`src/hrce_consts.svh`:
```
// Purpose: Shared constants of the heart-rate command engine.
// Assumes: A 40 MHz core clock.
// Notes: Included by the engine and the decimal transmitter.
`ifndef HRCE_CONSTS_SVH
`define HRCE_CONSTS_SVH
`define HRCE_OP_ADC 8'h41
`define HRCE_OP_DIR 8'h44
`define HRCE_OP_HIST 8'h47
`define HRCE_OP_PORT_RD 8'h49
`define HRCE_OP_MODE_RD 8'h4d
`define HRCE_OP_PORT_WR 8'h4f
`define HRCE_OP_MODE_WR 8'h53
`define HRCE_OP_VER 8'h56
`define HRCE_LINE_TERM 8'h0d
`define HRCE_SPACE 8'h20
`define HRCE_DIGIT_0 8'h30
`define HRCE_DIGIT_9 8'h39
`define HRCE_ADC_CHAN_MAX 8'h03
`define HRCE_ARG_MAX 12'h0ff
`define HRCE_HIST_DEPTH 6'h20
`define HRCE_HIST_MAX 8'h20
`define HRCE_SPUR_LIMIT 7'h40
`define HRCE_FIFO_DEPTH 5'h10
`define HRCE_CLK_PERIOD_NS 25
`define HRCE_SETTLE_NS 5000
`define HRCE_SETTLE_CYC ((`HRCE_SETTLE_NS + `HRCE_CLK_PERIOD_NS - 1) / `HRCE_CLK_PERIOD_NS)
`define HRCE_NODATA_MS 1792
`define HRCE_NODATA_CYC (`HRCE_NODATA_MS * 1000000 / `HRCE_CLK_PERIOD_NS)
`define HRCE_ST_BAD 3
`define HRCE_ST_REACQ 2
`define HRCE_ST_NODATA 1
`define HRCE_ST_ALG 0
`define HRCE_RST_ALG 1'b1
`define HRCE_RST_OE 5'h1f
`define HRCE_RST_OUT 5'h00
`endif

```
`src/hrce_pkg.sv`:
```
// Purpose: Types of the heart-rate command engine.
// Assumes: Nothing beyond the constants header.
// Notes: Carriers for command bytes, beat reports and history pushes.
package hrce_pkg;
  typedef struct packed {
    logic [7:0] data;
    logic last;
  } hrce_byte_s;
  typedef struct packed {
    logic evt;
    logic [7:0] rate;
    logic [7:0] cur_avg;
    logic [7:0] acq_avg;
  } hrce_pulse_s;
  typedef struct packed {
    logic push;
    logic [7:0] rate;
  } hrce_hist_s;
  typedef enum logic [2:0] {
    ST_IDLE, ST_ARG, ST_SKIP, ST_EXEC, ST_SETTLE, ST_CONV, ST_RESP
  } hrce_state_e;
endpackage : hrce_pkg

```
`src/hrce_engine.sv`:
```
// Purpose: Command decoder and executor of the heart-rate interface.
// Assumes: Link front ends deliver bytes on the core clock; pins are asynchronous.
// Notes: Serial commands are ASCII lines, I2C commands binary sequences ended by stop.
// How it works
// Code 0x41 converts the named analog channel and returns one byte.
// Code 0x44 sets each port pin's direction from a 5-bit mask, no reply.
// Code 0x47 returns two status bytes then the requested history entries.
// Code 0x49 returns the present level of all five port pins.
// Code 0x4D returns the algorithm bit then the direction mask.
// Code 0x4F sets the output level of each pin that is an output; input pins keep theirs, no reply.
// Code 0x53 selects the algorithm and may request saving power-on defaults.
// Code 0x56 returns a firmware type byte and a revision byte.
// Channel above 3 drops the analog read; reply is ASCII or binary by link.
// Wait 5 us after selecting the channel before starting conversion.
// Mask bit 0 makes an output, 1 an input; bits 7:5 ignored.
// Five port pins, one mask bit each.
// After reset all pins are outputs driving zero.
// A pin turned from input to output drives its last sampled level.
// Requested history count is clamped to 32.
// History reply is status, count, then entries newest first; 2+N bytes.
// Status bits 7:4 read zero; bit 0 shows averaged (1) or raw (0).
// Status bit 3 marks history cleared after over 64 spurious pulses.
// A pulse is spurious if over 25% off either running average.
// Status bit 2 shows the latest pulse went to the acquisition buffer.
// Status bit 1 sets after 1792 ms without beats, clears after two beats.
// Count byte is the push number of the newest entry, modulo 256.
// Serial line: letter, optional decimal argument and spaces, then CR.
// Sixteen-byte input FIFO, one command at a time, drop when full.
// I2C reads past the prepared reply, or without a command, give 0x00.
// Empty or cleared history entries read as zero.
// Unknown command codes are dropped silently.
// Direction and output masks apply to all pins in one cycle.
`timescale 1ns/1ps
`include "hrce_consts.svh"
module hrce_engine #(
  parameter int NODATA_CYC = `HRCE_NODATA_CYC, // Beat timeout in cycles.
  parameter int SETTLE_CYC = `HRCE_SETTLE_CYC, // Channel settle time in cycles.
  parameter logic [7:0] FW_TYPE = 8'h5a, // Arbitrary identification value.
  parameter logic [7:0] FW_REV = 8'h01 // Arbitrary identification value.
) (
  input wire logic CORE_CLK, // Core clock, 40 MHz.
  input wire logic RST_B, // Asynchronous reset, active low.
  input wire hrce_pkg::hrce_byte_s CMD_IN, // Received command byte with end mark.
  input wire logic CMD_VALID, // Command byte strobe.
  output logic CMD_FULL, // Input FIFO full, bytes dropped.
  input wire logic IF_I2C, // Pin: high selects the I2C link.
  output logic [7:0] TX_DATA, // Serial response character.
  output logic TX_VALID, // Serial character valid.
  input wire logic TX_READY, // Serial transmitter takes the character.
  input wire logic RD_REQ, // I2C front end asks for the next byte.
  output logic [7:0] RD_DATA, // I2C read byte, valid after a request.
  output logic [1:0] ADC_CHAN, // Analog channel select.
  output logic ADC_START, // Conversion start pulse.
  input wire logic ADC_DONE, // Conversion finished strobe.
  input wire logic [7:0] ADC_DATA, // Conversion result.
  input wire hrce_pkg::hrce_pulse_s PULSE, // Beat report from the rate engine.
  input wire hrce_pkg::hrce_hist_s HIST, // History push from the rate engine.
  output logic ALG_MODE, // Selected algorithm, 1 averaged.
  output logic SAVE_ALG, // Pulse: store algorithm as default.
  output logic SAVE_PORT, // Pulse: store port direction and value.
  input wire logic [4:0] GPIO_IN, // Port pins, input side.
  output logic [4:0] GPIO_OUT, // Port pins, output side.
  output logic [4:0] GPIO_OE // Port pins, drive enable.
);
  import hrce_pkg::*;

  ////////////////////////////////////////////////////////////////////////////////
  // Pin synchronisers and declarations.
  logic [5:0] pin_m_q, pin_s_q;
  logic i2c;
  logic [4:0] gpio_s;
  hrce_byte_s fifo_q [`HRCE_FIFO_DEPTH];
  hrce_byte_s cur;
  logic [3:0] wr_q, rd_q;
  logic [4:0] cnt_q, cnt_d;
  logic push, pop;
  hrce_state_e st_q;
  logic [7:0] cmd_q, arg_q, rsp_cmd_q, adc_q, status, rsp_byte;
  logic have_arg_q, sp_q, known, needs_arg, exec_ok, is_digit, seq_end, rsp_load;
  logic [11:0] acc;
  logic [15:0] wait_q;
  logic [5:0] rsp_len_q, rsp_idx_q, hist_k, hist_n;
  logic dec_start, dec_busy;
  logic [4:0] oe_new, port_val;
  logic [7:0] hist_q [`HRCE_HIST_DEPTH];
  logic [4:0] wp_q;
  logic [5:0] filled_q;
  logic [7:0] count_q;
  logic [6:0] spur_q;
  logic [31:0] idle_q;
  logic bad_q, reacq_q, nodata_q, beat_seen_q, spurious, clear_hist, timeout;

  // Two flip-flops before any logic sees a pin.
  always_ff @(posedge CORE_CLK or negedge RST_B) begin
    if (!RST_B) begin
      pin_m_q <= 6'h00;
      pin_s_q <= 6'h00;
    end else begin
      pin_m_q <= {IF_I2C, GPIO_IN};
      pin_s_q <= pin_m_q;
    end
  end
  assign i2c = pin_s_q[5];
  assign gpio_s = pin_s_q[4:0];

  ////////////////////////////////////////////////////////////////////////////////
  // Input FIFO; a byte arriving while full is lost.
  assign push = CMD_VALID && cnt_q != `HRCE_FIFO_DEPTH;
  assign pop = cnt_q != 5'h00 && (st_q == ST_IDLE || st_q == ST_ARG || st_q == ST_SKIP);
  assign cnt_d = cnt_q + 5'(push) - 5'(pop);
  assign cur = fifo_q[rd_q];

  always_ff @(posedge CORE_CLK or negedge RST_B) begin
    if (!RST_B) begin
      wr_q <= 4'h0;
      rd_q <= 4'h0;
      cnt_q <= 5'h00;
      CMD_FULL <= 1'b0;
    end else begin
      if (push) begin
        fifo_q[wr_q] <= CMD_IN;
        wr_q <= wr_q + 4'h1;
      end
      if (pop) begin
        rd_q <= rd_q + 4'h1;
      end
      cnt_q <= cnt_d;
      CMD_FULL <= cnt_d == `HRCE_FIFO_DEPTH;
    end
  end

  ////////////////////////////////////////////////////////////////////////////////
  // Command decode helpers.
  assign is_digit = cur.data >= `HRCE_DIGIT_0 && cur.data <= `HRCE_DIGIT_9;
  assign seq_end = i2c ? cur.last : cur.data == `HRCE_LINE_TERM;
  assign acc = {4'h0, arg_q} * 12'd10 + {4'h0, cur.data - `HRCE_DIGIT_0};

  always_comb begin
    known = 1'b1;
    needs_arg = 1'b0;
    case (cmd_q)
      `HRCE_OP_ADC, `HRCE_OP_DIR, `HRCE_OP_HIST, `HRCE_OP_PORT_WR,
      `HRCE_OP_MODE_WR: needs_arg = 1'b1;
      `HRCE_OP_PORT_RD, `HRCE_OP_MODE_RD, `HRCE_OP_VER: needs_arg = 1'b0;
      default: known = 1'b0;
    endcase
  end
  assign exec_ok = known && have_arg_q == needs_arg
    && !(cmd_q == `HRCE_OP_ADC && arg_q > `HRCE_ADC_CHAN_MAX);
  assign rsp_load = st_q == ST_EXEC || (st_q == ST_CONV && ADC_DONE);
  assign hist_n = (arg_q > `HRCE_HIST_MAX) ? 6'h20 : arg_q[5:0];

  ////////////////////////////////////////////////////////////////////////////////
  // Command sequencer: parse, execute, convert and answer one command at a time.
  always_ff @(posedge CORE_CLK or negedge RST_B) begin
    if (!RST_B) begin
      st_q <= ST_IDLE;
      cmd_q <= 8'h00;
      arg_q <= 8'h00;
      have_arg_q <= 1'b0;
      sp_q <= 1'b0;
      wait_q <= 16'h0000;
      rsp_cmd_q <= 8'h00;
      rsp_len_q <= 6'h00;
      adc_q <= 8'h00;
      ADC_CHAN <= 2'h0;
      ADC_START <= 1'b0;
    end else begin
      ADC_START <= 1'b0;
      unique case (st_q)
        ST_IDLE: if (pop) begin
          cmd_q <= cur.data;
          arg_q <= 8'h00;
          have_arg_q <= 1'b0;
          sp_q <= 1'b0;
          if (i2c) st_q <= cur.last ? ST_EXEC : ST_ARG;
          else if (cur.data != `HRCE_LINE_TERM) st_q <= ST_ARG;
        end
        ST_ARG: if (pop) begin
          if (i2c) begin
            arg_q <= cur.data;
            have_arg_q <= 1'b1;
            st_q <= cur.last ? ST_EXEC : ST_SKIP;
          end else if (cur.data == `HRCE_LINE_TERM) begin
            st_q <= ST_EXEC;
          end else if (cur.data == `HRCE_SPACE) begin
            sp_q <= have_arg_q;
          end else if (is_digit && !sp_q && acc <= `HRCE_ARG_MAX) begin
            arg_q <= acc[7:0];
            have_arg_q <= 1'b1;
          end else begin
            st_q <= ST_SKIP;
          end
        end
        ST_SKIP: if (pop && seq_end) st_q <= ST_IDLE;
        ST_EXEC: begin
          rsp_len_q <= 6'h00;
          rsp_cmd_q <= cmd_q;
          st_q <= ST_IDLE;
          if (exec_ok) begin
            unique case (cmd_q)
              `HRCE_OP_ADC: begin
                ADC_CHAN <= arg_q[1:0];
                wait_q <= 16'(SETTLE_CYC);
                st_q <= ST_SETTLE;
              end
              `HRCE_OP_HIST: rsp_len_q <= 6'h02 + hist_n;
              `HRCE_OP_PORT_RD: rsp_len_q <= 6'h01;
              `HRCE_OP_MODE_RD, `HRCE_OP_VER: rsp_len_q <= 6'h02;
              default: rsp_len_q <= 6'h00;
            endcase
            if (!i2c && cmd_q inside {`HRCE_OP_HIST, `HRCE_OP_PORT_RD,
                `HRCE_OP_MODE_RD, `HRCE_OP_VER}) st_q <= ST_RESP;
          end
        end
        ST_SETTLE: begin
          wait_q <= wait_q - 16'h0001;
          if (wait_q == 16'h0001) begin
            ADC_START <= 1'b1;
            st_q <= ST_CONV;
          end
        end
        ST_CONV: if (ADC_DONE) begin
          adc_q <= ADC_DATA;
          rsp_len_q <= 6'h01;
          st_q <= i2c ? ST_IDLE : ST_RESP;
        end
        ST_RESP: if (rsp_idx_q == rsp_len_q && !dec_busy) st_q <= ST_IDLE;
      endcase
    end
  end

  ////////////////////////////////////////////////////////////////////////////////
  // Response byte selection by index.
  assign status = {4'h0, bad_q, reacq_q, nodata_q, ALG_MODE};
  assign port_val = (GPIO_OE & GPIO_OUT) | (~GPIO_OE & gpio_s);
  assign hist_k = rsp_idx_q - 6'h02;

  always_comb begin
    rsp_byte = 8'h00;
    case (rsp_cmd_q)
      `HRCE_OP_ADC: rsp_byte = adc_q;
      `HRCE_OP_HIST: begin
        if (rsp_idx_q == 6'h00) rsp_byte = status;
        else if (rsp_idx_q == 6'h01) rsp_byte = count_q;
        else if (hist_k < filled_q) rsp_byte = hist_q[wp_q - 5'h01 - hist_k[4:0]];
        else rsp_byte = 8'h00;
      end
      `HRCE_OP_PORT_RD: rsp_byte = {3'h0, port_val};
      `HRCE_OP_MODE_RD: rsp_byte = (rsp_idx_q == 6'h00) ? {7'h00, ALG_MODE}
                                                         : {3'h0, ~GPIO_OE};
      `HRCE_OP_VER: rsp_byte = (rsp_idx_q == 6'h00) ? FW_TYPE : FW_REV;
      default: rsp_byte = 8'h00;
    endcase
  end

  // Response index: serial printing or I2C reads walk it; a new command rewinds it.
  assign dec_start = st_q == ST_RESP && !dec_busy && rsp_idx_q < rsp_len_q;
  always_ff @(posedge CORE_CLK or negedge RST_B) begin
    if (!RST_B) begin
      rsp_idx_q <= 6'h00;
      RD_DATA <= 8'h00;
    end else if (rsp_load) begin
      rsp_idx_q <= 6'h00;
    end else if (dec_start) begin
      rsp_idx_q <= rsp_idx_q + 6'h01;
    end else if (RD_REQ) begin
      RD_DATA <= (rsp_idx_q < rsp_len_q) ? rsp_byte : 8'h00;
      if (rsp_idx_q != 6'h3f) rsp_idx_q <= rsp_idx_q + 6'h01;
    end
  end

  // ASCII printer for the serial link.
  hrce_dec_tx u_dec (
    .clk(CORE_CLK),
    .rst_b(RST_B),
    .start(dec_start),
    .value(rsp_byte),
    .last(rsp_idx_q == rsp_len_q - 6'h01),
    .ready(TX_READY),
    .busy(dec_busy),
    .chr(TX_DATA),
    .valid(TX_VALID)
  );

  ////////////////////////////////////////////////////////////////////////////////
  // Port pins and mode; masks apply to all five pins at once.
  assign oe_new = ~arg_q[4:0];
  always_ff @(posedge CORE_CLK or negedge RST_B) begin
    if (!RST_B) begin
      GPIO_OE <= `HRCE_RST_OE;
      GPIO_OUT <= `HRCE_RST_OUT;
      ALG_MODE <= `HRCE_RST_ALG;
      SAVE_ALG <= 1'b0;
      SAVE_PORT <= 1'b0;
    end else begin
      SAVE_ALG <= 1'b0;
      SAVE_PORT <= 1'b0;
      if (st_q == ST_EXEC && exec_ok) begin
        if (cmd_q == `HRCE_OP_DIR) begin
          GPIO_OE <= oe_new;
          GPIO_OUT <= (GPIO_OUT & ~(oe_new & ~GPIO_OE))
                    | (gpio_s & oe_new & ~GPIO_OE);
        end
        if (cmd_q == `HRCE_OP_PORT_WR)
          GPIO_OUT <= (GPIO_OUT & ~GPIO_OE) | (arg_q[4:0] & GPIO_OE);
        if (cmd_q == `HRCE_OP_MODE_WR) begin
          ALG_MODE <= arg_q[0];
          SAVE_ALG <= arg_q[1];
          SAVE_PORT <= arg_q[2];
        end
      end
    end
  end

  ////////////////////////////////////////////////////////////////////////////////
  // Pulse discriminator: more than a quarter off the average is spurious.
  function automatic logic off_avg(input logic [7:0] r, input logic [7:0] a);
    logic [7:0] diff;
    diff = (r > a) ? r - a : a - r;
    off_avg = {diff, 2'b00} > {2'b00, a};
  endfunction : off_avg

  assign spurious = off_avg(PULSE.rate, PULSE.cur_avg) || off_avg(PULSE.rate, PULSE.acq_avg);
  assign clear_hist = PULSE.evt && spurious && spur_q == `HRCE_SPUR_LIMIT;
  assign timeout = !PULSE.evt && idle_q == 32'(NODATA_CYC - 1);

  // Status flags; a set in the same cycle as a clear wins.
  always_ff @(posedge CORE_CLK or negedge RST_B) begin
    if (!RST_B) begin
      spur_q <= 7'h00;
      bad_q <= 1'b0;
      reacq_q <= 1'b0;
      nodata_q <= 1'b1;
      beat_seen_q <= 1'b0;
      idle_q <= 32'h0;
    end else begin
      if (PULSE.evt) begin
        spur_q <= !spurious ? 7'h00 : ((spur_q > `HRCE_SPUR_LIMIT) ? spur_q : spur_q + 7'h01);
        reacq_q <= off_avg(PULSE.rate, PULSE.cur_avg);
      end
      if (clear_hist) bad_q <= 1'b1;
      else if (HIST.push) bad_q <= 1'b0;
      idle_q <= PULSE.evt ? 32'h0 : (timeout ? idle_q : idle_q + 32'h1);
      if (timeout) begin
        nodata_q <= 1'b1;
        beat_seen_q <= 1'b0;
      end else if (PULSE.evt && nodata_q) begin
        nodata_q <= !beat_seen_q;
        beat_seen_q <= !beat_seen_q;
      end
    end
  end

  // History ring, newest at the write pointer minus one.
  always_ff @(posedge CORE_CLK or negedge RST_B) begin
    if (!RST_B) begin
      wp_q <= 5'h00;
      filled_q <= 6'h00;
      count_q <= 8'h00;
    end else if (clear_hist) begin
      filled_q <= 6'h00;
    end else if (HIST.push) begin
      hist_q[wp_q] <= HIST.rate;
      wp_q <= wp_q + 5'h01;
      filled_q <= (filled_q == `HRCE_HIST_DEPTH) ? filled_q : filled_q + 6'h01;
      count_q <= count_q + 8'h01;
    end
  end
endmodule : hrce_engine

```
`src/hrce_dec_tx.sv`:
```
// Purpose: Turns one response byte into decimal ASCII characters.
// Assumes: The sink takes characters with a valid and ready handshake.
// Notes: Each value ends in a space; the last one also sends the line terminator.
`timescale 1ns/1ps
`include "hrce_consts.svh"
module hrce_dec_tx (
  input wire logic clk, // Core clock.
  input wire logic rst_b, // Asynchronous reset, active low.
  input wire logic start, // Load a new value.
  input wire logic [7:0] value, // Value to print.
  input wire logic last, // Terminate the line after this value.
  input wire logic ready, // Sink accepts the character.
  output logic busy, // Characters still pending.
  output logic [7:0] chr, // Character out.
  output logic valid // Character valid.
);
  import hrce_pkg::*;

  logic [3:0] hun_q, ten_q, one_q, hun_d, ten_d, one_d;
  logic [2:0] pos_q, first_d;
  logic last_q, valid_q;
  logic [7:0] chr_q;

  // Character at a position: hundreds, tens, ones, space, terminator.
  function automatic logic [7:0] pick(input logic [2:0] p, input logic [3:0] h,
                                      input logic [3:0] t, input logic [3:0] o);
    case (p)
      3'h0: pick = `HRCE_DIGIT_0 + {4'h0, h};
      3'h1: pick = `HRCE_DIGIT_0 + {4'h0, t};
      3'h2: pick = `HRCE_DIGIT_0 + {4'h0, o};
      3'h3: pick = `HRCE_SPACE;
      default: pick = `HRCE_LINE_TERM;
    endcase
  endfunction : pick

  // Split the value into digits and skip leading zeros.
  always_comb begin
    hun_d = 4'(value / 8'd100);
    ten_d = 4'((value / 8'd10) % 8'd10);
    one_d = 4'(value % 8'd10);
    first_d = (hun_d != 4'h0) ? 3'h0 : ((ten_d != 4'h0) ? 3'h1 : 3'h2);
  end

  ////////////////////////////////////////////////////////////////////////////////
  // Character sequencer; a held character stays put until the sink takes it.
  always_ff @(posedge clk or negedge rst_b) begin
    if (!rst_b) begin
      hun_q <= 4'h0;
      ten_q <= 4'h0;
      one_q <= 4'h0;
      pos_q <= 3'h0;
      last_q <= 1'b0;
      valid_q <= 1'b0;
      chr_q <= 8'h00;
    end else if (start) begin
      hun_q <= hun_d;
      ten_q <= ten_d;
      one_q <= one_d;
      pos_q <= first_d;
      last_q <= last;
      valid_q <= 1'b1;
      chr_q <= pick(first_d, hun_d, ten_d, one_d);
    end else if (valid_q && ready) begin
      if ((pos_q == 3'h3 && !last_q) || pos_q == 3'h4) begin
        valid_q <= 1'b0;
      end else begin
        pos_q <= pos_q + 3'h1;
        chr_q <= pick(pos_q + 3'h1, hun_q, ten_q, one_q);
      end
    end
  end

  assign busy = valid_q;
  assign valid = valid_q;
  assign chr = chr_q;
endmodule : hrce_dec_tx

```
`config.mk`:
```
export PLATFORM = sky130hd
export DESIGN_NAME = hrce_engine
export DESIGN_NICKNAME = d
export VERILOG_FILES = /design/src/hrce_pkg.sv /design/src/hrce_engine.sv /design/src/hrce_dec_tx.sv
export VERILOG_INCLUDE_DIRS = /design/src
export SDC_FILE = /design/constraint.sdc
export NUM_CORES = 1
export LEC_CHECK = 0
export BUFFER_PORTS_ARGS = -buffer_cell sky130_fd_sc_hd__clkbuf_2
export CAP_MARGIN = 20
export CORE_MARGIN = 2
export CORE_UTILIZATION = 45
export CTS_BUF_LIST = sky130_fd_sc_hd__clkbuf_4 sky130_fd_sc_hd__clkbuf_8
export DETAILED_ROUTE_END_ITERATION = 6
export HOLD_SLACK_MARGIN = 0.1
export PLACE_DENSITY = 0.58
export SLEW_MARGIN = 20
export SYNTH_ARGS = -nofsm -noshare
export SYNTH_HDL_FRONTEND = slang
export SYNTH_SLANG_ARGS = --single-unit
export TNS_END_PERCENT = 50
```
`constraint.sdc`:
```
create_clock -name CORE_CLK -period 8.02 [get_ports CORE_CLK]
set_input_delay 2.005 -clock CORE_CLK [delete_from_list [all_inputs] [get_ports CORE_CLK]]
set_output_delay 2.005 -clock CORE_CLK [all_outputs]
set_load 0.02 [all_outputs]
```
# Word level (Yosys, flattened, before mapping)

Memories as Yosys holds them, arrays and structs flattened.
Cells that the tools add are included.

Bits in writable memories: 400
Word-level logic and storage cells: 341
Memories kept: 2
Register bits after elaboration: 202

Muxes and demuxes: 100
Multipliers: 1
Add/subtract/negate cells: 29
$lt $le $gt $ge: 12
Bitwise logic cells: 17
Reduce and logical (&&, ||, !) cells: 74
Equal/unequal tests: 62
Div/mod/pow operators: 4

Memories:

| name   | depth | width | read ports | clocked after memory_dff | write ports | line              | source |
|---|---|---|---|---|---|---|---|
| hist_q | 32    | 8     | 1          | 0                        | 1           | hrce_engine.sv:85 | `` logic [7:0] hist_q [`HRCE_HIST_DEPTH]; `` |
| fifo_q | 16    | 9     | 1          | 0                        | 1           | hrce_engine.sv:72 | `` hrce_byte_s fifo_q [`HRCE_FIFO_DEPTH]; `` |

Operators with widths:

| operator                                              | number |
|---|---|
| two-way mux 8 bit                                     | 15 |
| equality test 8 x 7 -> 1 bit, second input constant   | 13 |
| two-way mux 32 bit                                    | 2 |
| case mux 8 bit (4 select lines)                       | 2 |
| two-way mux 3 bit                                     | 20 |
| two-way mux 6 bit                                     | 10 |
| adder 6 x 4 -> 7 bit, first input constant            | 6 |
| bitwise AND 5 bit                                     | 8 |
| case mux 8 bit (5 select lines)                       | 1 |
| two-way mux 1 bit                                     | 33 |
| adder 32 x 1 -> 32 bit, second input constant         | 1 |
| equality test 32 x 27 -> 1 bit, second input constant | 1 |
| two-way mux 16 bit                                    | 2 |
| case mux 16 bit (2 select lines)                      | 1 |
| subtractor 8 bit                                      | 4 |
| != test 2 bit, second input constant                  | 13 |
| AND reduction 2 bit                                   | 12 |
| logical AND 1 bit                                     | 23 |
| equality test 3 x 2 -> 1 bit, second input constant   | 7 |
| two-way mux 7 bit                                     | 3 |
| case mux 3 bit (7 select lines)                       | 1 |
| > comparator 10 x 8 -> 1 bit                          | 2 |
| case mux 6 bit (3 select lines)                       | 1 |
| equality test 16 x 1 -> 1 bit, second input constant  | 1 |
| other kinds (67)                                      | 117 |

# Depth between registers and ports, before layout

Gate-level depths: netlist (run 1).
An unclocked memory read counts as a cell.

Depth after elaboration: 15
Gate-level depth with buffers: 30

# Modules after synthesis

A second synthesis (run 1) with hierarchy kept.

Cell total of the unflattened synthesis: 2216
Area, all modules: 29346.9 µm²

Modules (own cells, without submodules):

| module      | instances | area an instance (µm²) | cells an instance | sequential area each (µm²) |
|---|---|---|---|---|
| hrce_engine | 1         | 27410.0                | 1986              | 16449.5 |
| hrce_dec_tx | 1         | 1936.9                 | 230               | 525.5 |

# Least setup slack after synthesis (run 1)

OpenSTA, ideal clock, no wires.

Path type: input to register
Start: input port PULSE[2] (netlist name)
End: memory hist_q[17][0] (enable)
Slack: 0.588 ns
Arrival: 7.062 ns
Data required time: 7.650 ns
Cell stages on the path: 24
Path through: inv_1 -> ha_1 -> clkbuf_1 -> nand2_1 -> nand2_1 -> a21oi_1 -> or2_2 -> a21oi_1 -> clkbuf_1 -> mux2i_1 -> a221o_1 -> a221o_1 -> a221o_1 -> a21boi_0 -> xnor2_1 -> ha_1 -> and4_1 -> a21oi_1 -> or4_1 -> o21a_1 -> buf_2 -> nor2_4 -> nand3_1 -> nor2_1

Cells in the longest elaborated chain, start to end: 9
Elaborated cells between the ends (all ways): 11

Ends and longest elaborated chain:

| what                                                   | line               | source |
|---|---|---|
| start: declaration                                     | hrce_engine.sv:56  | `input wire hrce_pkg::hrce_pulse_s PULSE,` |
| subtractor 8 bit or > comparator 8 bit (tied branches) | hrce_engine.sv:320 | `diff = (r > a) ? r - a : a - r;` |
| two-way mux 8 bit                                      | hrce_engine.sv:320 |  |
| > comparator 10 x 8 -> 1 bit (*)                       | hrce_engine.sv:321 | `off_avg = {diff, 2'b00} > {2'b00, a};` |
| logical OR 1 bit (*)                                   | hrce_engine.sv:324 | `assign spurious = off_avg(PULSE.rate, PULSE.cur_avg) \|\| off_avg(PULSE.rate, PULSE.acq_avg);` |
| logical AND 1 bit (*)                                  | hrce_engine.sv:325 | `` assign clear_hist = PULSE.evt && spurious && spur_q == `HRCE_SPUR_LIMIT; `` |
| logical AND 1 bit (no source line) (*)                 | n/a                |  |
| two-way mux 1 bit (*)                                  | hrce_engine.sv:361 | `end else if (clear_hist) begin` |
| logical AND 1 bit (implied by the code) (*)            | hrce_engine.sv:364 | `hist_q[wp_q] <= HIST.rate;` |
| two-way mux 1 bit (implied by the code) (*)            | hrce_engine.sv:364 |  |
| end: declaration                                       | hrce_engine.sv:85  |  |

Mark *: on every way between the ends. The rest lies on a longest branch, timed or not.

# Final worst setup path (run 1)

Start: input port PULSE[16] (netlist name)
End: memory hist_q[1][2] (enable)

Cells in the longest elaborated chain, start to end: 9
Elaborated cells between the ends (all ways): 16

Ends and longest elaborated chain:

| what                                                   | line |
|---|---|
| subtractor 8 bit or > comparator 8 bit (tied branches) | hrce_engine.sv:320 |
| two-way mux 8 bit                                      | hrce_engine.sv:320 |
| > comparator 10 x 8 -> 1 bit                           | hrce_engine.sv:321 |
| logical OR 1 bit (*)                                   | hrce_engine.sv:324 |
| logical AND 1 bit (*)                                  | hrce_engine.sv:325 |
| logical AND 1 bit (no source line) (*)                 | n/a |
| two-way mux 1 bit (*)                                  | hrce_engine.sv:361 |
| logical AND 1 bit (implied by the code) (*)            | hrce_engine.sv:364 |
| two-way mux 1 bit (implied by the code) (*)            | hrce_engine.sv:364 |

Marks and branches as above.

==> summary.txt, run 1 <==
Clock network
  – Clock Sinks: 598
  – CTS tree: built
  – Post-CTS Resized: 0
  – Post-CTS Setup Bufs: 0
  – CTS Hold Buffers Added: 0
  – Clk slew on worst S/H paths: 60 ps
  – Longest Clk Path Bufs: 3
  – Clk root buf: clkbuf_8
  – CTS H-tree lvls: 3
  – Cts bufs inserted: 98
  – Skew-Pair Late Insertion Delay: about 730 ps

Setup path
  – Critical path launch point type: input pin
  – Reg2Reg Setup Slack: 870 ps
  – Worst setup path start: PULSE[16]
  – Crit path required time: 8330 ps
  – Critical Path Fanout Max: 10
  – Top cell by count, worst path: a21oi_1
  – R2R cell count: 24
  – Max stage delay cell, worst path: nor2_1
  – Worst R2R Start: rsp_idx_q[1]
  – Crit end category: flop
  – Arr. time, crit path: 7590 ps
  – Kind of critical path: input pin to flop
  – Critical path's largest stage delay: ~620 ps

GRT
  – Total track usage: 0.212
  – Met1 Usage GRT: 0.302
  – Total grt overflow: 0
  – First-pass GRT wire length: about 110 mm
  – Initial antenna violation count: 2
  – Largest net degree at the start of global routing: 64
  – GR Layer Usage met3: 0.0375
  – Met2 GRT Util: 0.337
  – Gr busiest metal: met2
  – Vias in the first global route: 18637

Placement
  – HPWL Detailed: roughly 48 mm
  – Buffers added on ports: 94
  – GPL Wtd Cong: 0.870

Yosys
  – Main synth FF type: edfxtp_1
  – Mapped Area: 29300 um2
  – Post-Synth XOR/XNOR Area: 0.0343
  – Largest family of logic cells by synthesized area: multiplexers
  – Post-synth EDFFs: 400
  – Asr flop ratio synth: 0.331
  – FF+latch count, synth: about 600
  – Mean Syn Cell Area: 13.6 um2
  – Multiplexer area fraction after synthesis: 0.122
  – Syn Inst Count: ~2200
  – Post-synthesis sequential area ratio: 0.579
  – Cell variety after synth: approximately 110
  – Compound-gate portion of the synthesized area: 0.0834
  – Adder-cell share of the synthesized area: 0.0567
  – Yosys warns: 0
  – Simple-gate share of the synthesized area: 0.0959

Power
  – Lkg Pwr: around 13 nW
  – VDD IR-drop max: 317 uV
  – Sw Share: 0.392
  – Internal Power: roughly 7.9 mW
  – Flop pwr share: 0.319
  – Comb pwr share: 0.465
  – Total power per unit cell area: 392 nW/um2
  – Sw power: 5.08 mW
  – Clock network fraction of total power: 0.216

Finish
  – Filler Cell Count: 5554
  – Layout Nets: 2517
  – Syn-to-layout area delta: 12.6%
  – Utilization after layout: 0.512
  – Multi-input gate area: 11500 um2
  – Seq. cell area: roughly 17000 um2
  – Share of cells above drive strength 1: 0.219

Status
  – Status: complete, no violations

STA
  – RSZ-0062 raised after global routing: no
  – Final setup viols: 0
  – Final Hold Fails: 0
  – Fmax: 137 MHz
  – Slew headroom: 0.257
  – Clk_skew: 54.6 ps
  – Crit share post-route: 0.907
  – Actual slew at the worst max-slew pin: 1110 ps
  – Max Slew Vio Count: 0
  – Minimum clock period after layout: a little over 7000 ps
  – Post-Route Setup TNS: 0 ps

Drt
  – Wire length per cell: about 21 um
  – DRT antenna net count: 0
  – Initial DRC Count: 1579
  – Drt pass-1 iters: 7
  – Routed WL: 70.1 mm
  – DR vias: 18372
  – Vias/cell: ~5.6
  – Number of remaining DRC errors: 0

Floorplanning
  – Ports: 97
  – Chip height: 259 um
  – Die X: 259 um
  – Row count: 93
  – Initial Util: 0.455
  – Full die area: 67200 um2
  – Core Area: approximately 64000 um2

Run
  – Max-cap violations: 0

Hold path
  – Worst Hold Class: flop to flop
  – Hold_sp: pin_m_q[5]
  – Cell count of the worst hold path: 0
## registers in the layout, indices dropped and copies added, names as in the netlist, 6 cells and up, named ones only
register and count:
RD_DATA 8, adc_q 8, arg_q 8, cmd_q 8, count_q 8, fifo_q 144, filled_q 6, hist_q 256
idle_q 32, pin_m_q 6, pin_s_q 6, rsp_cmd_q 8, rsp_idx_q 6, rsp_len_q 6, spur_q 7, u_dec.chr 6
wait_q 16
## critical path: cells and delay by family
family	cells	cell delay [ps]
AND/OR/NAND/NOR	8	1910
AO/OA/AOI/OAI	12	1820
adder cells (fa/ha/maj)	3	640
multiplexers	2	540
buffers and inverters	4	500
XOR/XNOR	1	140
## final cells by class
class                      count  share of cell area
inverter                     111              0.0126
antenna                        2            0.000152
sequential                   598               0.514
timing repair buffer         153              0.0283
multi-input combinational   1364               0.350
clock buffer                 140              0.0523
tap                          855              0.0324
clock inverter                41              0.0105
## routing by layer
| layer | part of all wire | wire, um |
|---|---|---|
| met1 | 0.46 | 32000 |
| met2 | 0.47 | 33100 |
| met3 | 0.058 | 4030 |
| met4 | 0.014 | 1010 |
| met5 | 0 | 0 |
## kinds of logic after synthesis
| logic type | after synthesis |
|---|---|
| other | 1 |
| AO/OA/AOI/OAI | 353 |
| AND/OR/NAND/NOR | 561 |
| XOR/XNOR | 108 |
| buffers and inverters | 193 |
| adder cells (fa/ha/maj) | 128 |
| multiplexers | 212 |
| flip-flops | 598 |
## path summary, 6_finish.rpt
path	endpoint
min	pin_s_q[5]
max in group asynchronous	u_dec.ten_q[3]
min in group asynchronous	idle_q[27]
min reg2reg	pin_s_q[5]
max reg2reg	u_dec.chr[2]
max	hist_q[1][2]
## cell usage in the layout (no fill, tap or decap), types with 8 or more instances in the layout
cell,instances
a21o_1,23
a21oi_1,81
a221o_1,9
a221oi_1,12
a22o_1,13
a31oi_1,9
and3_1,13
buf_4,58
clkbuf_2,93
clkbuf_4,32
clkbuf_8,108
clkinv_1,21
clkinv_2,9
dfrtp_1,190
edfxtp_1,400
ha_1,119
inv_1,108
mux2_2,39
mux2i_1,60
mux4_2,112
nand2_1,127
nand2b_1,14
nand3_1,47
nand4_1,29
nor2_1,180
nor2b_1,21
nor3_1,28
nor4_1,11
o211ai_1,9
o21ai_0,79
o21ai_1,8
o21bai_1,8
o31ai_1,26
or2_2,8
or3_1,14
xnor2_1,61
xor2_1,42
## power groups by stage
stage	clock network [mW]	registers [mW]	logic, mW
after floorplan	0	3.95	4.58
after global placement	0	4.17	5.95
after detailed placement	0	4.18	6.04
after CTS	2.87	4.12	6.07
after global routing	3.01	4.18	6.54
final	2.80	4.12	6.02
## cells in the mapped netlist, types with 13 or more instances
cell type / number / area share
o21ai_0: 79 / 0.013
nor2b_1: 21 / 0.0045
nand2b_1: 14 / 0.0030
nor3_1: 28 / 0.0048
and3_1: 13 / 0.0028
a21oi_1: 81 / 0.014
nand3_1: 47 / 0.0080
o31ai_1: 26 / 0.0067
nor2_1: 182 / 0.023
buf_2: 19 / 0.0032
a22o_1: 13 / 0.0039
a21o_1: 23 / 0.0059
mux2_2: 39 / 0.015
nand2_1: 127 / 0.016
or3_1: 14 / 0.0030
edfxtp_1: 400 / 0.41
ha_1: 120 / 0.051
xor2_1: 42 / 0.013
xnor2_1: 62 / 0.019
mux2i_1: 60 / 0.020
dfrtp_1: 191 / 0.16
clkbuf_1: 40 / 0.0051
inv_1: 108 / 0.014
mux4_2: 112 / 0.086
nand4_1: 29 / 0.0062
## through the flow
stage | instance area (um2) | setup slack, ps | total power, mW | hold WS (ps) | cells
after floorplan | 29300 | 588 | 8.52 | 331 | 2155
after global placement | 30900 | 255 | 10.1 | 335 | 3081
after detailed placement | 30900 | 80.9 | 10.2 | 335 | 3081
after CTS | 33000 | 842 | 13.1 | 349 | 3262
after global routing | 33000 | 219 | 13.7 | 359 | 3264
final | 33000 | 744 | 12.9 | 347 | 3264
Power figures use the tool's default switching activity.
==> run 2, diff against run 1 <==
Settings changed: REMOVE_ABC_BUFFERS set to 1.
==> run 2 against run 1 <==
First-iteration DRC count grew 15%. Critical path depth fell by 5. Final cell count is 0.43% lower. Global-route usage down 0.060 points. Core utilization fell by 0.074 points. Die area did not move. Combinational power down 0.8%. Flip-flop and latch count unchanged. Clock-buffer cell count is 13 higher. Sequential power rose by 1%. Critical endpoint is now u_dec.chr[0]. Largest cell class unchanged.
==> summary.txt, run 2 (synthesis gave the netlist of run 1 again) <==
GRT
  – Vias in the first global route: 18870
  – Initial antenna violation count: 2
  – First-pass GRT wire length: between 100 and 150 mm
  – Total track usage: 0.211
  – Largest net degree at the start of global routing: 75
  – Total grt overflow: 0

Run
  – Max-cap violations: 0

Finish
  – Layout Nets: 2503
  – Top flop regs: hist_q x256, fifo_q x144, idle_q x32
  – Share of cells above drive strength 1: 0.219
  – Max reg flops: 256
  – Most common cell after layout, fill and taps aside: edfxtp_1
  – Reg with most FFs: hist_q
  – Commonest non-fill, non-tap cells in the layout: 400 x edfxtp_1, 190 x dfrtp_1, 182 x nor2_1, 127 x nand2_1, 119 x ha_1
  – Syn-to-layout area delta: 12.5%
  – Filler Cell Count: 5492

STA
  – Crit share post-route: 0.896
  – Post-Route Setup TNS: 0 ps
  – Max Slew Vio Count: 0
  – Actual slew at the worst max-slew pin: slightly below 1000 ps
  – Final Hold Fails: 0
  – Fmax: 139 MHz
  – Minimum clock period after layout: 7180 ps
  – Slew headroom: 0.339
  – RSZ-0062 raised after global routing: no
  – Final setup viols: 0
  – Clk_skew: 35.8 ps
  – Final worst setup slack: 836 ps

Clock network
  – Clock Sinks: between 500 and 600
  – Clk slew on worst S/H paths: around 60 ps
  – CTS H-tree lvls: 3
  – Post-CTS Setup Bufs: 0
  – Longest Clk Path Bufs: 3
  – CTS tree: built
  – Skew-Pair Late Insertion Delay: 710 ps
  – Clk root buf: clkbuf_8
  – CTS Hold Buffers Added: 0
  – Cts bufs inserted: 100
  – Post-CTS Resized: 0

Status
  – Status: complete, no violations

Drt
  – Wire length per cell: 21.5 um
  – DRT antenna net count: 0
  – Initial DRC Count: 1809
  – Number of remaining DRC errors: 0
  – Vias/cell: 5.67
  – Drt pass-1 iters: 5
  – Routed WL: 69.9 mm
  – DR vias: 18422

Floorplanning
  – Chip height: between 200 and 300 um
  – Full die area: slightly below 70000 um2
  – Initial Util: 0.455
  – Ports: 97
  – Core Area: around 64000 um2
  – Row count: 93
  – Die X: 259 um

Setup path
  – Critical path buffers and inverters: 4
  – Arr. time, crit path: 7730 ps
  – Critical path launch point type: flop
  – Critical Path Fanout Max: 21
  – Critical path's largest stage delay: 960 ps
  – Crit path required time: 8570 ps
  – Crit path max-delay family: compound AO/OA/AOI/OAI gates
  – Max stage delay cell, worst path: fa_2
  – Crit end category: flop
  – Kind of critical path: flop to flop

Placement
  – GPL Wtd Cong: between 0.8 and 0.9
  – Post-placement setup slack: 136 ps
  – HPWL Detailed: 47.9 mm
  – Buffers added on ports: 94

Power
  – VDD IR-drop max: 284 uV
  – Lkg Pwr: 12.7 nW
  – Final Power: 13.0 mW
  – Total power per unit cell area: 394 nW/um2

Hold path
  – Worst Hold Class: flop to flop
-- run 2: cell count changes in the layout (fill, tap and decap cells not counted) --
cell	before	now
nor2_1	180	182
nor4_1	11	10
inv_12	5	0
inv_8	0	1
nor2_2	3	1
buf_12	1	0
clkinvlp_4	1	2
nor4_2	2	3
clkinv_1	21	8
buf_4	58	43
clkinv_8	0	2
clkinv_2	9	12
clkbuf_4	32	37
clkbuf_8	108	116
-- run 2: stage by stage --
step | area (um2) | hold WS [ps] | instances | utilization
after floorplan | 28900 | 331 | 2073 | -
after global placement | 30800 | 335 | 3065 | 0.478
after detailed placement | 30800 | 336 | 3065 | 0.478
after CTS | 33000 | 349 | 3248 | 0.511
after global routing | 33000 | 353 | 3249 | 0.512
final | 33000 | 346 | 3250 | 0.512
-- run 2: power by group --
part           total, mW  switching, mW  internal [mW]  leakage (nW)
Clock               2.87           1.24           1.63          1.15
Sequential          4.16          0.499           3.67          6.14
Combinational       5.97           3.32           2.66          5.40
-- run 2: worst paths after layout --
path | start | to | slack [ps] | cells after the start
min reg2reg | pin_m_q[1] | pin_s_q[1] | 350 | 0
min | pin_m_q[1] | pin_s_q[1] | 350 | 0
max in group asynchronous | RST_B | adc_q[5] | 5350 | 2
min in group asynchronous | RST_B | idle_q[24] | 1230 | 1
max | rsp_idx_q[0] | u_dec.chr[0] | 840 | 25
max reg2reg | rsp_idx_q[0] | u_dec.chr[0] | 840 | 25
-- run 2: layer usage --
layer | GRT usage | wire, um | vias up
met1 | 0.298 | 31300 | 9239
met4 | 0.0707 | 1730 | 0
met2 | 0.327 | 32100 | 607
met3 | 0.0434 | 4840 | 109
met5 | 0 | 0 | -
li1 | - | - | 8467
-- run 2: worst reg2reg max path: cells and delay by family (launching register included) --
kind	cells	cell delay (ps)
flops	1	480
fa+ha+maj	4	1650
xor+xnor	1	270
buf+inv	4	680
mux	4	1170
simple gates	4	940
compound gates	8	1840
-- run 2: layout make-up --
cell class | instances | area, um2 | share of cell area
Sequential cell | 598 | 17000 | 0.515
Multi-Input combinational cell | 1364 | 11500 | 0.350
Clock buffer | 153 | 1870 | 0.0568
Tap cell | 855 | 1070 | 0.0324
Timing Repair Buffer | 137 | 803 | 0.0244
Inverter | 111 | 417 | 0.0126
Clock inverter | 30 | 283 | 0.00857
Antenna cell | 2 | 5.00 | 0.000152
